## config.mk

```make
export PLATFORM = sky130hd
export DESIGN_NAME = hlc_loop_cfg
export DESIGN_NICKNAME = d
export VERILOG_FILES = /design/src/design/hlc_pkg.sv /design/src/design/hlc_tmr_if.sv /design/src/design/hlc_loop_cfg.sv /design/src/design/hlc_timer.sv
export SDC_FILE = /design/constraint.sdc
export NUM_CORES = 1
export LEC_CHECK = 0
export BUFFER_PORTS_ARGS = -buffer_cell sky130_fd_sc_hd__buf_4
export CAP_MARGIN = 25
export CORE_MARGIN = 2
export CORE_UTILIZATION = 50
export DETAILED_ROUTE_END_ITERATION = 16
export HOLD_SLACK_MARGIN = 0.1
export PLACE_DENSITY = 0.78
export SLEW_MARGIN = 20
export SYNTH_ARGS = -nofsm -noshare
export SYNTH_HDL_FRONTEND = slang
export SYNTH_HIERARCHICAL = 1
export SYNTH_SLANG_ARGS = --single-unit
```

## constraint.sdc

```tcl
create_clock -name i_clk -period 2.4 [get_ports i_clk]
set_clock_uncertainty 0.15 [all_clocks]
set_input_delay 0.24 -clock i_clk [delete_from_list [all_inputs] [get_ports i_clk]]
set_output_delay 0.24 -clock i_clk [all_outputs]
set_load 0.01 [all_outputs]
```

## src/design/hlc_pkg.sv

```systemverilog
// Package: register map, field layout, reset values and timing constants
package hlc_pkg;
  localparam logic [7:0]  HLC_CFG_ADDR      = 8'h1c;
  localparam int          HLC_BIT_SIGNED    = 7;
  localparam int          HLC_BIT_GAIN_RED  = 6;
  localparam int          HLC_SAMPLE_MSB    = 5;
  localparam int          HLC_SAMPLE_LSB    = 4;
  localparam int          HLC_BLANK_MSB     = 3;
  localparam int          HLC_BLANK_LSB     = 2;
  localparam int          HLC_DECAY_MSB     = 1;
  localparam int          HLC_DECAY_LSB     = 0;
  localparam logic [7:0]  HLC_CFG_RESET     = 8'hf5;
  localparam int          HLC_CLK_HZ        = 20_000_000;
  // Sample periods in microseconds per code
  localparam int          HLC_SAMPLE_US0    = 150;
  localparam int          HLC_SAMPLE_US1    = 200;
  localparam int          HLC_SAMPLE_US2    = 250;
  localparam int          HLC_SAMPLE_US3    = 300;
  // Blanking delay and decay gap in nanoseconds, base times code plus one
  localparam int          HLC_BLANK_STEP_NS = 25_000;
  localparam int          HLC_DECAY_STEP_NS = 25_000;
  localparam int          HLC_SAMPLE_CYC0   = HLC_SAMPLE_US0 * (HLC_CLK_HZ / 1_000_000);
  localparam int          HLC_SAMPLE_CYC1   = HLC_SAMPLE_US1 * (HLC_CLK_HZ / 1_000_000);
  localparam int          HLC_SAMPLE_CYC2   = HLC_SAMPLE_US2 * (HLC_CLK_HZ / 1_000_000);
  localparam int          HLC_SAMPLE_CYC3   = HLC_SAMPLE_US3 * (HLC_CLK_HZ / 1_000_000);
  localparam int          HLC_BLANK_CYC     = HLC_BLANK_STEP_NS / (1_000_000_000 / HLC_CLK_HZ);
  localparam int          HLC_DECAY_CYC     = HLC_DECAY_STEP_NS / (1_000_000_000 / HLC_CLK_HZ);
  localparam logic [7:0]  HLC_HALF          = 8'h80;
  localparam int          HLC_TW            = 13;
endpackage : hlc_pkg

```

## src/design/hlc_tmr_if.sv

```systemverilog
// Interface: interval timer load and expiry between top and timer
interface hlc_tmr_if;
  logic                         start;
  logic [hlc_pkg::HLC_TW-1:0]   load;
  logic                         done;
  modport ctl (output start, output load, input done);
  modport tmr (input start, input load, output done);
endinterface : hlc_tmr_if

```

## src/design/hlc_loop_cfg.sv

```systemverilog
// Top: loop configuration register and the drive mapping it selects
module hlc_loop_cfg
  import hlc_pkg::*;
(
  input  wire logic       i_clk,
  input  wire logic       i_sys_rst,
  input  wire logic [7:0] i_reg_addr,
  input  wire logic       i_reg_wr,
  input  wire logic [7:0] i_reg_wdata,
  input  wire logic       i_reg_rd,
  output logic      [7:0] o_reg_rdata,
  output logic            o_reg_rvalid,
  input  wire logic       i_closed_loop,
  input  wire logic [7:0] i_level,
  input  wire logic       i_fb_brake_req,
  input  wire logic       i_fb_brake_near_end,
  input  wire logic       i_pwm_cycle_end,
  output logic      [8:0] o_drive,
  output logic            o_brake,
  output logic            o_gain_reduced,
  output logic            o_res_sample,
  output logic            o_bemf_sample,
  output logic            o_decay_active
);
  import hlc_pkg::*;

  // Shared-timer phase: idle, or blanking ahead of a back-EMF conversion
  typedef enum logic [1:0] {
    HLC_PH_SAMPLE = 2'b00,
    HLC_PH_BLANK  = 2'b01
  } hlc_ph_t;

  // decay_pend holds a PWM cycle end that met blanking; kicked, clear after reset, starts the sample timer once
  typedef struct packed {
    logic [7:0] cfg;
    logic [7:0] rdata;
    logic       rvalid;
    logic [8:0] drive;
    logic       brake;
    logic       gain_red;
    logic       res_smp;
    logic       bemf_smp;
    logic       decay;
    hlc_ph_t    ph;
    logic       decay_pend;
    logic       kicked;
  } hlc_st_t;

  // All state of the block, registered as one word
  hlc_st_t s_reg;
  hlc_st_t s_next;

  // Sample-period timer, and one timer shared by blanking and decay gaps
  hlc_tmr_if smp_t ();
  hlc_tmr_if aux_t ();

  hlc_timer u_smp_timer (
    .i_clk     (i_clk),
    .i_sys_rst (i_sys_rst),
    .t         (smp_t.tmr)
  );
  hlc_timer u_aux_timer (
    .i_clk     (i_clk),
    .i_sys_rst (i_sys_rst),
    .t         (aux_t.tmr)
  );

  // Field views and level arithmetic
  logic       signed_in;
  logic [1:0] smp_code;
  logic [1:0] blank_code;
  logic [1:0] decay_code;
  logic [8:0] lvl_ext;
  logic [8:0] half_ext;
  logic [8:0] centred;
  logic       below_half;
  logic       aux_busy;
  logic       aux_load_blank;
  logic       aux_load_decay;
  logic       blank_active;
  logic       smp_idle_kick;
  logic [HLC_TW-1:0] blank_load;
  logic [HLC_TW-1:0] decay_load;

  assign signed_in  = s_reg.cfg[HLC_BIT_SIGNED];
  assign smp_code   = s_reg.cfg[HLC_SAMPLE_MSB:HLC_SAMPLE_LSB];
  assign blank_code = s_reg.cfg[HLC_BLANK_MSB:HLC_BLANK_LSB];
  assign decay_code = s_reg.cfg[HLC_DECAY_MSB:HLC_DECAY_LSB];
  assign lvl_ext    = {1'b0, i_level};
  assign half_ext   = {1'b0, HLC_HALF};
  assign centred    = lvl_ext - half_ext;
  assign below_half = i_level < HLC_HALF;

  // Sample period per code; the timer runs load plus one cycles, so load one short
  always_comb begin
    unique case (smp_code)
      2'd0: smp_t.load = HLC_TW'(HLC_SAMPLE_CYC0 - 1);
      2'd1: smp_t.load = HLC_TW'(HLC_SAMPLE_CYC1 - 1);
      2'd2: smp_t.load = HLC_TW'(HLC_SAMPLE_CYC2 - 1);
      2'd3: smp_t.load = HLC_TW'(HLC_SAMPLE_CYC3 - 1);
    endcase
  end

  // Start the sample timer on the first edge after reset, then at every expiry
  assign smp_idle_kick = ~s_reg.kicked;
  assign smp_t.start   = smp_t.done | smp_idle_kick;

  // Blanking delay: one step per code plus one
  always_comb begin
    unique case (blank_code)
      2'd0: blank_load = HLC_TW'(1 * HLC_BLANK_CYC - 1);
      2'd1: blank_load = HLC_TW'(2 * HLC_BLANK_CYC - 1);
      2'd2: blank_load = HLC_TW'(3 * HLC_BLANK_CYC - 1);
      2'd3: blank_load = HLC_TW'(4 * HLC_BLANK_CYC - 1);
    endcase
  end

  // Current-decay gap: one step per code plus one
  always_comb begin
    unique case (decay_code)
      2'd0: decay_load = HLC_TW'(1 * HLC_DECAY_CYC - 1);
      2'd1: decay_load = HLC_TW'(2 * HLC_DECAY_CYC - 1);
      2'd2: decay_load = HLC_TW'(3 * HLC_DECAY_CYC - 1);
      2'd3: decay_load = HLC_TW'(4 * HLC_DECAY_CYC - 1);
    endcase
  end

  // Shared timer: a sample tick always takes it for blanking
  assign blank_active   = s_reg.ph == HLC_PH_BLANK;
  assign aux_load_blank = smp_t.done;
  // A PWM cycle end during blanking is held and served once blanking ends
  assign aux_load_decay = (i_pwm_cycle_end | s_reg.decay_pend) & ~smp_t.done & ~blank_active;
  assign aux_busy       = s_reg.decay | blank_active;
  assign aux_t.start    = aux_load_blank | aux_load_decay;
  assign aux_t.load     = aux_load_blank ? blank_load : decay_load;

  always_comb begin
    s_next          = s_reg;
    s_next.rvalid   = 1'b0;
    s_next.res_smp  = smp_t.done;
    s_next.bemf_smp = 1'b0;
    s_next.kicked   = 1'b1;

    // Register bus: a read in the cycle of a write returns the old value
    if (i_reg_wr && i_reg_addr == HLC_CFG_ADDR) begin
      s_next.cfg = i_reg_wdata;
    end
    if (i_reg_rd) begin
      s_next.rvalid = 1'b1;
      s_next.rdata  = (i_reg_addr == HLC_CFG_ADDR) ? s_reg.cfg : 8'h00;
    end

    // Blanking then back-EMF conversion; decay gap when no blanking pending
    if (aux_load_blank) begin
      s_next.ph    = HLC_PH_BLANK;
      s_next.decay = 1'b0;
    end else if (aux_load_decay) begin
      s_next.decay = 1'b1;
    end else if (aux_t.done && aux_busy) begin
      if (s_reg.ph == HLC_PH_BLANK) begin
        s_next.bemf_smp = 1'b1;
      end
      s_next.ph    = HLC_PH_SAMPLE;
      s_next.decay = 1'b0;
    end

    // A decay request that meets blanking waits here until the timer is free
    if (aux_load_decay) begin
      s_next.decay_pend = 1'b0;
    end else if (i_pwm_cycle_end) begin
      s_next.decay_pend = 1'b1;
    end

    // Drive mapping: signed modes centre on half scale and double the offset; signed closed loop drives zero below half
    if (signed_in) begin
      if (i_closed_loop) begin
        s_next.drive = below_half ? 9'h000 : {centred[7:0], 1'b0};
        s_next.brake = i_fb_brake_req;
      end else begin
        s_next.drive = {centred[7:0], 1'b0};
        s_next.brake = below_half;
      end
    end else begin
      s_next.drive = lvl_ext;
      s_next.brake = i_fb_brake_req;
    end
    s_next.gain_red = s_reg.cfg[HLC_BIT_GAIN_RED] & s_next.brake
                      & i_fb_brake_near_end;
  end

  always_ff @(posedge i_clk) begin
    if (i_sys_rst) begin
      // Config reloads its power-on value; everything else clears
      s_reg     <= '0;
      s_reg.cfg <= HLC_CFG_RESET;
    end else begin
      s_reg <= s_next;
    end
  end

  // Every output comes straight from the state register
  assign o_reg_rdata    = s_reg.rdata;
  assign o_reg_rvalid   = s_reg.rvalid;
  assign o_drive        = s_reg.drive;
  assign o_brake        = s_reg.brake;
  assign o_gain_reduced = s_reg.gain_red;
  assign o_res_sample   = s_reg.res_smp;
  assign o_bemf_sample  = s_reg.bemf_smp;
  assign o_decay_active = s_reg.decay;
endmodule : hlc_loop_cfg

```

## src/design/hlc_timer.sv

```systemverilog
// Down counter: loads an interval and pulses done when it runs out
module hlc_timer
  import hlc_pkg::*;
(
  input  wire logic i_clk,
  input  wire logic i_sys_rst,
  hlc_tmr_if.tmr    t
);
  typedef struct packed {
    logic [HLC_TW-1:0] cnt;
    logic              run;
    logic              done;
  } hlc_tst_t;
  hlc_tst_t s_reg;
  hlc_tst_t s_next;

  always_comb begin
    s_next      = s_reg;
    s_next.done = 1'b0;
    if (t.start) begin
      s_next.cnt = t.load;
      s_next.run = 1'b1;
    end else if (s_reg.run) begin
      if (s_reg.cnt <= HLC_TW'(1)) begin
        s_next.run  = 1'b0;
        s_next.done = 1'b1;
      end else begin
        s_next.cnt = s_reg.cnt - HLC_TW'(1);
      end
    end
  end

  always_ff @(posedge i_clk) begin
    if (i_sys_rst) begin
      s_reg <= '0;
    end else begin
      s_reg <= s_next;
    end
  end

  assign t.done = s_reg.done;
endmodule : hlc_timer

```

* Word-level counts from Yosys, hierarchy flattened
Cells that the tools add are included. W data, S select, Z words.
Word-level totals: bits in registers 64, input bits 32, output and inout port bits 23
Operators by class: add/sub/neg operators 3, $lt $le $gt $ge 3, equal/unequal tests 13, mux-type cells 23, bitwise logic cells 15, reductions and logical operators 18
Operators by type and width (number):
- $pmux W13 S4 | 3
- $mux W13 | 3
- $mux W15 | 2
- $mux W14 | 2
- $le A13 B1 Y1 const B | 2
- $sub A13 B1 Y13 const B | 2
- $mux W9 | 2
- $eq A2 B2 Y1 const B | 6
- $mux W10 | 1
- $eq A8 B5 Y1 const B | 1
- $lt A8 B8 Y1 const B | 1
- $mux W8 | 1
- $reduce_bool A2 Y1 | 4
- $sub A8 B8 Y8 const B | 1
- $not A1 Y1 | 7
- $eq A2 B1 Y1 const B | 3
- $logic_not A2 Y1 | 3
- $mux W1 | 6
- $reduce_and A2 Y1 | 3
- $reduce_or A2 Y1 | 3
- $reduce_or A3 Y1 | 2
- $and A1 B1 Y1 | 4
- $mux W2 | 2
- $ne A2 B2 Y1 const B | 2
- 5 further kinds | 9

* Logic depth before layout (Yosys ltp)
depth after elaboration 6, mapped depth 7

* Cells and area by module
The synthesis kept the hierarchy.
Modules (own cells, without submodules):
- hlc_timer | times used 2, cells an instance 116, area an instance 988.4 um2, seq. area each 300.3 um2
- hlc_loop_cfg | times used 1, cells an instance 174, area an instance 1555.2 um2, seq. area each 680.7 um2

* Worst setup path before layout
Ideal clock, no wire load.
kind reg-to-reg, start point register u_aux_timer/s_reg[2] (netlist name), end point register u_aux_timer/s_reg[10] (netlist name), setup time 0.091 ns, arrival time 1.588 ns, setup slack 0.571 ns, stages on the path, launching flop included 7, path buffers 0, cell sequence dfxtp_1 -> inv_1 -> ha_1 -> nor4bb_1 -> nand2_1 -> or3b_1 -> a311oi_1
On the way: word-level cells in the longest chain between the ends 4
Ends and longest elaborated chain:
- start, declared | RTL line hlc_timer.sv:14 | hlc_tst_t s_reg;
- start signal, assigned | RTL line hlc_timer.sv:37 | s_reg <= s_next;
- $sub A13 B1 Y13 | RTL line hlc_timer.sv:28 | s_next.cnt = s_reg.cnt - HLC_TW'(1);
- $mux W13 | RTL line hlc_timer.sv:24 | if (s_reg.cnt <= HLC_TW'(1)) begin
- $mux W15 | RTL line hlc_timer.sv:23 | end else if (s_reg.run) begin
- $mux W14 | RTL line hlc_timer.sv:20 | if (t.start) begin
Parallel ways exist; a longest one is shown, timed or not. The select of a mux whose other input is x is not followed. A chain may end at the register's enable or synchronous reset.

* Worst setup path in the final report
start point input port i_pwm_cycle_end, end point register u_aux_timer/s_reg[6] (netlist name)
On the way: word-level cells in the longest chain between the ends 6
Ends and longest elaborated chain:
- start, declared | RTL line hlc_loop_cfg.sv:17 | input wire logic i_pwm_cycle_end,
- $or A1 B1 Y1 (*) | RTL line hlc_loop_cfg.sv:132 | assign aux_load_decay = (i_pwm_cycle_end | s_reg.decay_pend) & ~smp_t.done & ~blank_active;
- $and A1 B1 Y1 (*) (2 in series) | RTL line hlc_loop_cfg.sv:132
- $or A1 B1 Y1 (*) | RTL line hlc_loop_cfg.sv:134 | assign aux_t.start = aux_load_blank | aux_load_decay;
- named net aux_t.start | RTL line hlc_tmr_if.sv:3 | logic start;
- $ne A2 B2 Y1 (no line) / $reduce_bool A2 Y1 (equally long branches)
- $reduce_and A2 Y1 (no line)
Mark *: on every way through the listed nets, which the timed path passes. The rest lies on a longest branch.

==> reports/metrics.csv <==
stage;metric;value;unit
clock_tree;cts_root_buf;clkbuf_8;
synth;yosysWarnings;6;
routing;dr.pass1.iters;5;
sta;min_period;2.075;ns
clock_tree;cts_made_buffers;9;
grt;grt-ovfl-total;0;
floorplan;io_pins;55;
cells_and_area;syn2layout_area_growth;25.12;%
power;ir_drop;0.4198;mV
sta;period_share;86.47;%
routing;routedWlPerCell;16.55;um
synth;yosysSeqAreaShare;36.27;%
place;gp_congestion;0.9592;
worst_setup_path;worstReg2RegStart;u_aux_timer/s_reg[3];
worst_setup_path;required;2.48;ns
worst_setup_path;critPathArrivalTime;2.16;ns
sta;fmax;481.9;MHz
cells_and_area;multi_input_area;1948;um^2
synth;postSynthAreaPerCell;8.700;um^2
floorplan;row_count;30;
worst_setup_path;cpMostUsedCell;buf_4;
grt;grt_use_total;24.90;%
synth;netlist_area;3532;um^2
floorplan;die_x;88.05;um
routing;drtIter0Drc;251;
floorplan;fp.dieH;88.05;um
worst_setup_path;path_delay_family;buffers and inverters;
routing;wirelength;9613;um
synth;yosys.area.top_type;dfxtp_1;
place;dp_worst_setup_slack;0.3711;ns
power;p_leak;1.806;nW
power;p_per_area;636.3;nW/um^2
sta;hold_viol;0;
synth;async_reset_ff_share;0;%
clock_tree;cts_num_sinks;64;
worst_setup_path;path_class;input port to flip-flop;
cells_and_area;seqCellArea;1281;um^2
synth;synthTopCellsByArea;dfxtp_1 36%, buf_4 4.5%, a21oi_1 3.5%, nor2_1 3.4%, nand2_1 3.3%;
worst_setup_path;slowest_stage;dlygate4sd3_1;
cells_and_area;finish.utilization;64.69;%
place;numPortBuffers;54;
place;dp.final_hpwl;6117;um
sta;rsz0062_at_grt;no;
floorplan;die_area;7753;um^2
grt;grt_pass1_wl;14990;um
synth;synth_edf_count;0;
grt;grt_antenna_before_repair;0;
clock_tree;insertion_delay;0.34;ns
cells_and_area;fin_nets;521;
clock_tree;h-tree-depth;3;
worst_setup_path;cp-startpoint;i_pwm_cycle_end;
routing;drc;0;
sta;tightest_slew;0.6445;ns
sta;setup_ws;0.3248;ns
clock_tree;cts_tree;done;
routing;drtAntennaViolNets;0;
grt;grt_max_degree;57;
sta;slew_headroom;56.70;%
sta;setup_viol;0;
synth;synth_top_area_share;36.27;%
grt;grt_pass1_vias;3155;
synth;yosys_most_used_dff;dfxtp_1;
synth;ys_seq_elements;64;
job;maxCapViolations;0;
worst_setup_path;path_buf_inv;5;
worst_setup_path;path_cells;dlygate4sd3_1, buf_4, nor2_1, o21bai_1, buf_4, inv_1, a21o_2, inv_2, a32o_1;
worst_setup_path;slowest_delay;0.56;ns
clock_tree;cts_buffer_depth;2;
worst_setup_path;cp_max_fo;21;
cells_and_area;layout-drive-gt1-share;21.44;%
cells_and_area;fillers;548;
worst_setup_path;start_kind;input port;
worst_hold_path;hold_class;input port to flip-flop;
synth;postSynthCellCount;406;
floorplan;core-area;6832;um^2
clock_tree;clkTransAtPathRegs;0.08;ns
routing;drt-vias-per-instance;5.811;
routing;vias;3376;
synth;synth.distinct_cells;64;
floorplan;initial_utilization;51.70;%
sta;slew_violations;0;
cells_and_area;antenna_cells;0;
worst_hold_path;hold_start;i_reg_wr;
status;outcome;complete, no violations;
sta;fin_tns_setup;0;ns
worst_setup_path;endpoint_kind;flip-flop;
## tightest hold or removal path, cell delays in order
cell	delay, ns
buf_4	0.11
a311oi_1	0.08
a31o_1	0.17
## cell usage in the layout (no fill, tap or decap), types with 5 or more instances in the layout
| cell | synthesis | layout |
|---|---|---|
| a21oi_1 | 25 | 25 |
| a311oi_1 | 8 | 8 |
| buf_4 | 21 | 61 |
| clkbuf_8 | 0 | 9 |
| conb_1 | 2 | 12 |
| dfxtp_1 | 64 | 64 |
| dlygate4sd3_1 | 0 | 27 |
| ha_1 | 9 | 9 |
| inv_1 | 24 | 24 |
| mux2i_1 | 5 | 5 |
| nand2_1 | 31 | 31 |
| nand2b_1 | 17 | 17 |
| nand3_1 | 14 | 14 |
| nand4_1 | 12 | 12 |
| nor2_1 | 32 | 32 |
| nor3_1 | 10 | 10 |
| o21ai_1 | 6 | 6 |
| or4_1 | 6 | 6 |
## synthesized netlist by cell type (3+ instances only)
| library cell | count |
|---|---|
| o31ai_1 | 4 |
| nor2b_1 | 4 |
| nor3_1 | 10 |
| a311oi_1 | 8 |
| o211ai_1 | 4 |
| nand2b_1 | 17 |
| ha_1 | 9 |
| o21a_1 | 3 |
| o21bai_1 | 3 |
| nand2_1 | 31 |
| a32o_1 | 4 |
| clkbuf_1 | 7 |
| o21ai_0 | 4 |
| or3b_1 | 4 |
| nor2_1 | 32 |
| a21oi_1 | 25 |
| o21ai_1 | 6 |
| nand3_1 | 14 |
| inv_1 | 24 |
| mux2i_1 | 5 |
| or4_1 | 6 |
| nor4_1 | 4 |
| nor4b_1 | 4 |
| dfxtp_1 | 64 |
| and3_1 | 3 |
| a221oi_1 | 3 |
| buf_4 | 21 |
| nand4_1 | 12 |
| buf_6 | 4 |
| a21o_2 | 4 |
## area by class of cell
class                      count  share of cell area (%)
clock buffer                   9                   2.803
tap                           96                   2.718
inverter                      26                   2.208
timing repair buffer          88                   16.48
sequential                    64                   28.99
clock inverter                 7                   2.718
multi-input combinational    291                   44.08
## cells by family after synthesis
family                   Yosys count  synth area share (%)
AO/OA/AOI/OAI                     99                 21.54
adder cells (fa/ha/maj)            9                 3.188
buffers and inverters             61                 9.635
flip-flops                        64                 36.27
multiplexers                       6                 1.736
other                              2                0.2126
AND/OR/NAND/NOR                  165                 27.42
## through the flow
stage	instance area [um^2]	hold slack [ns]	power (mW)	instances
final	4419	0.1471	2.812	581
after global routing	4419	0.1325	2.925	581
after CTS	4419	0.1174	2.809	581
after detailed placement	3905	0.2788	1.657	538
after global placement	3905	0.2858	1.650	538
after floorplan	3570	0.1693	1.513	416
## metal layers
metal  global-route usage (%)  up-vias  wire [um]
met5                        0        -          0
met4                    11.43        0        334
met3                    6.503       37        593
met2                    41.25      151       4710
met1                    30.32     1571       3974
li1                         -     1617          -
## path summary, 6_finish.rpt
check,endpoint,slack [ns],cells after the start
setup reg to reg,u_aux_timer/s_reg[10],0.34,6
setup / recovery,u_aux_timer/s_reg[6],0.32,9
hold reg to reg,o_bemf_sample,0.29,2
hold / removal,blank_code[1],0.15,3
## report_power, final
part / leakage (nW) / switching, mW / internal, mW / total (mW)
sequential: 0.525 / 0.0711 / 1.11 / 1.18
combinational: 1.16 / 0.272 / 0.232 / 0.505
clock: 0.119 / 0.433 / 0.691 / 1.12
total: 1.81 / 0.776 / 2.04 / 2.81
## timing repair
action | 4_1_cts | 5_1_grt
hold buffers | 27 | 0
buffers inserted | 0 | 0
hold endpoints to repair | 29 | 0
resized for setup | 0 | 0
No activity file was read; power rests on OpenSTA's default activity.
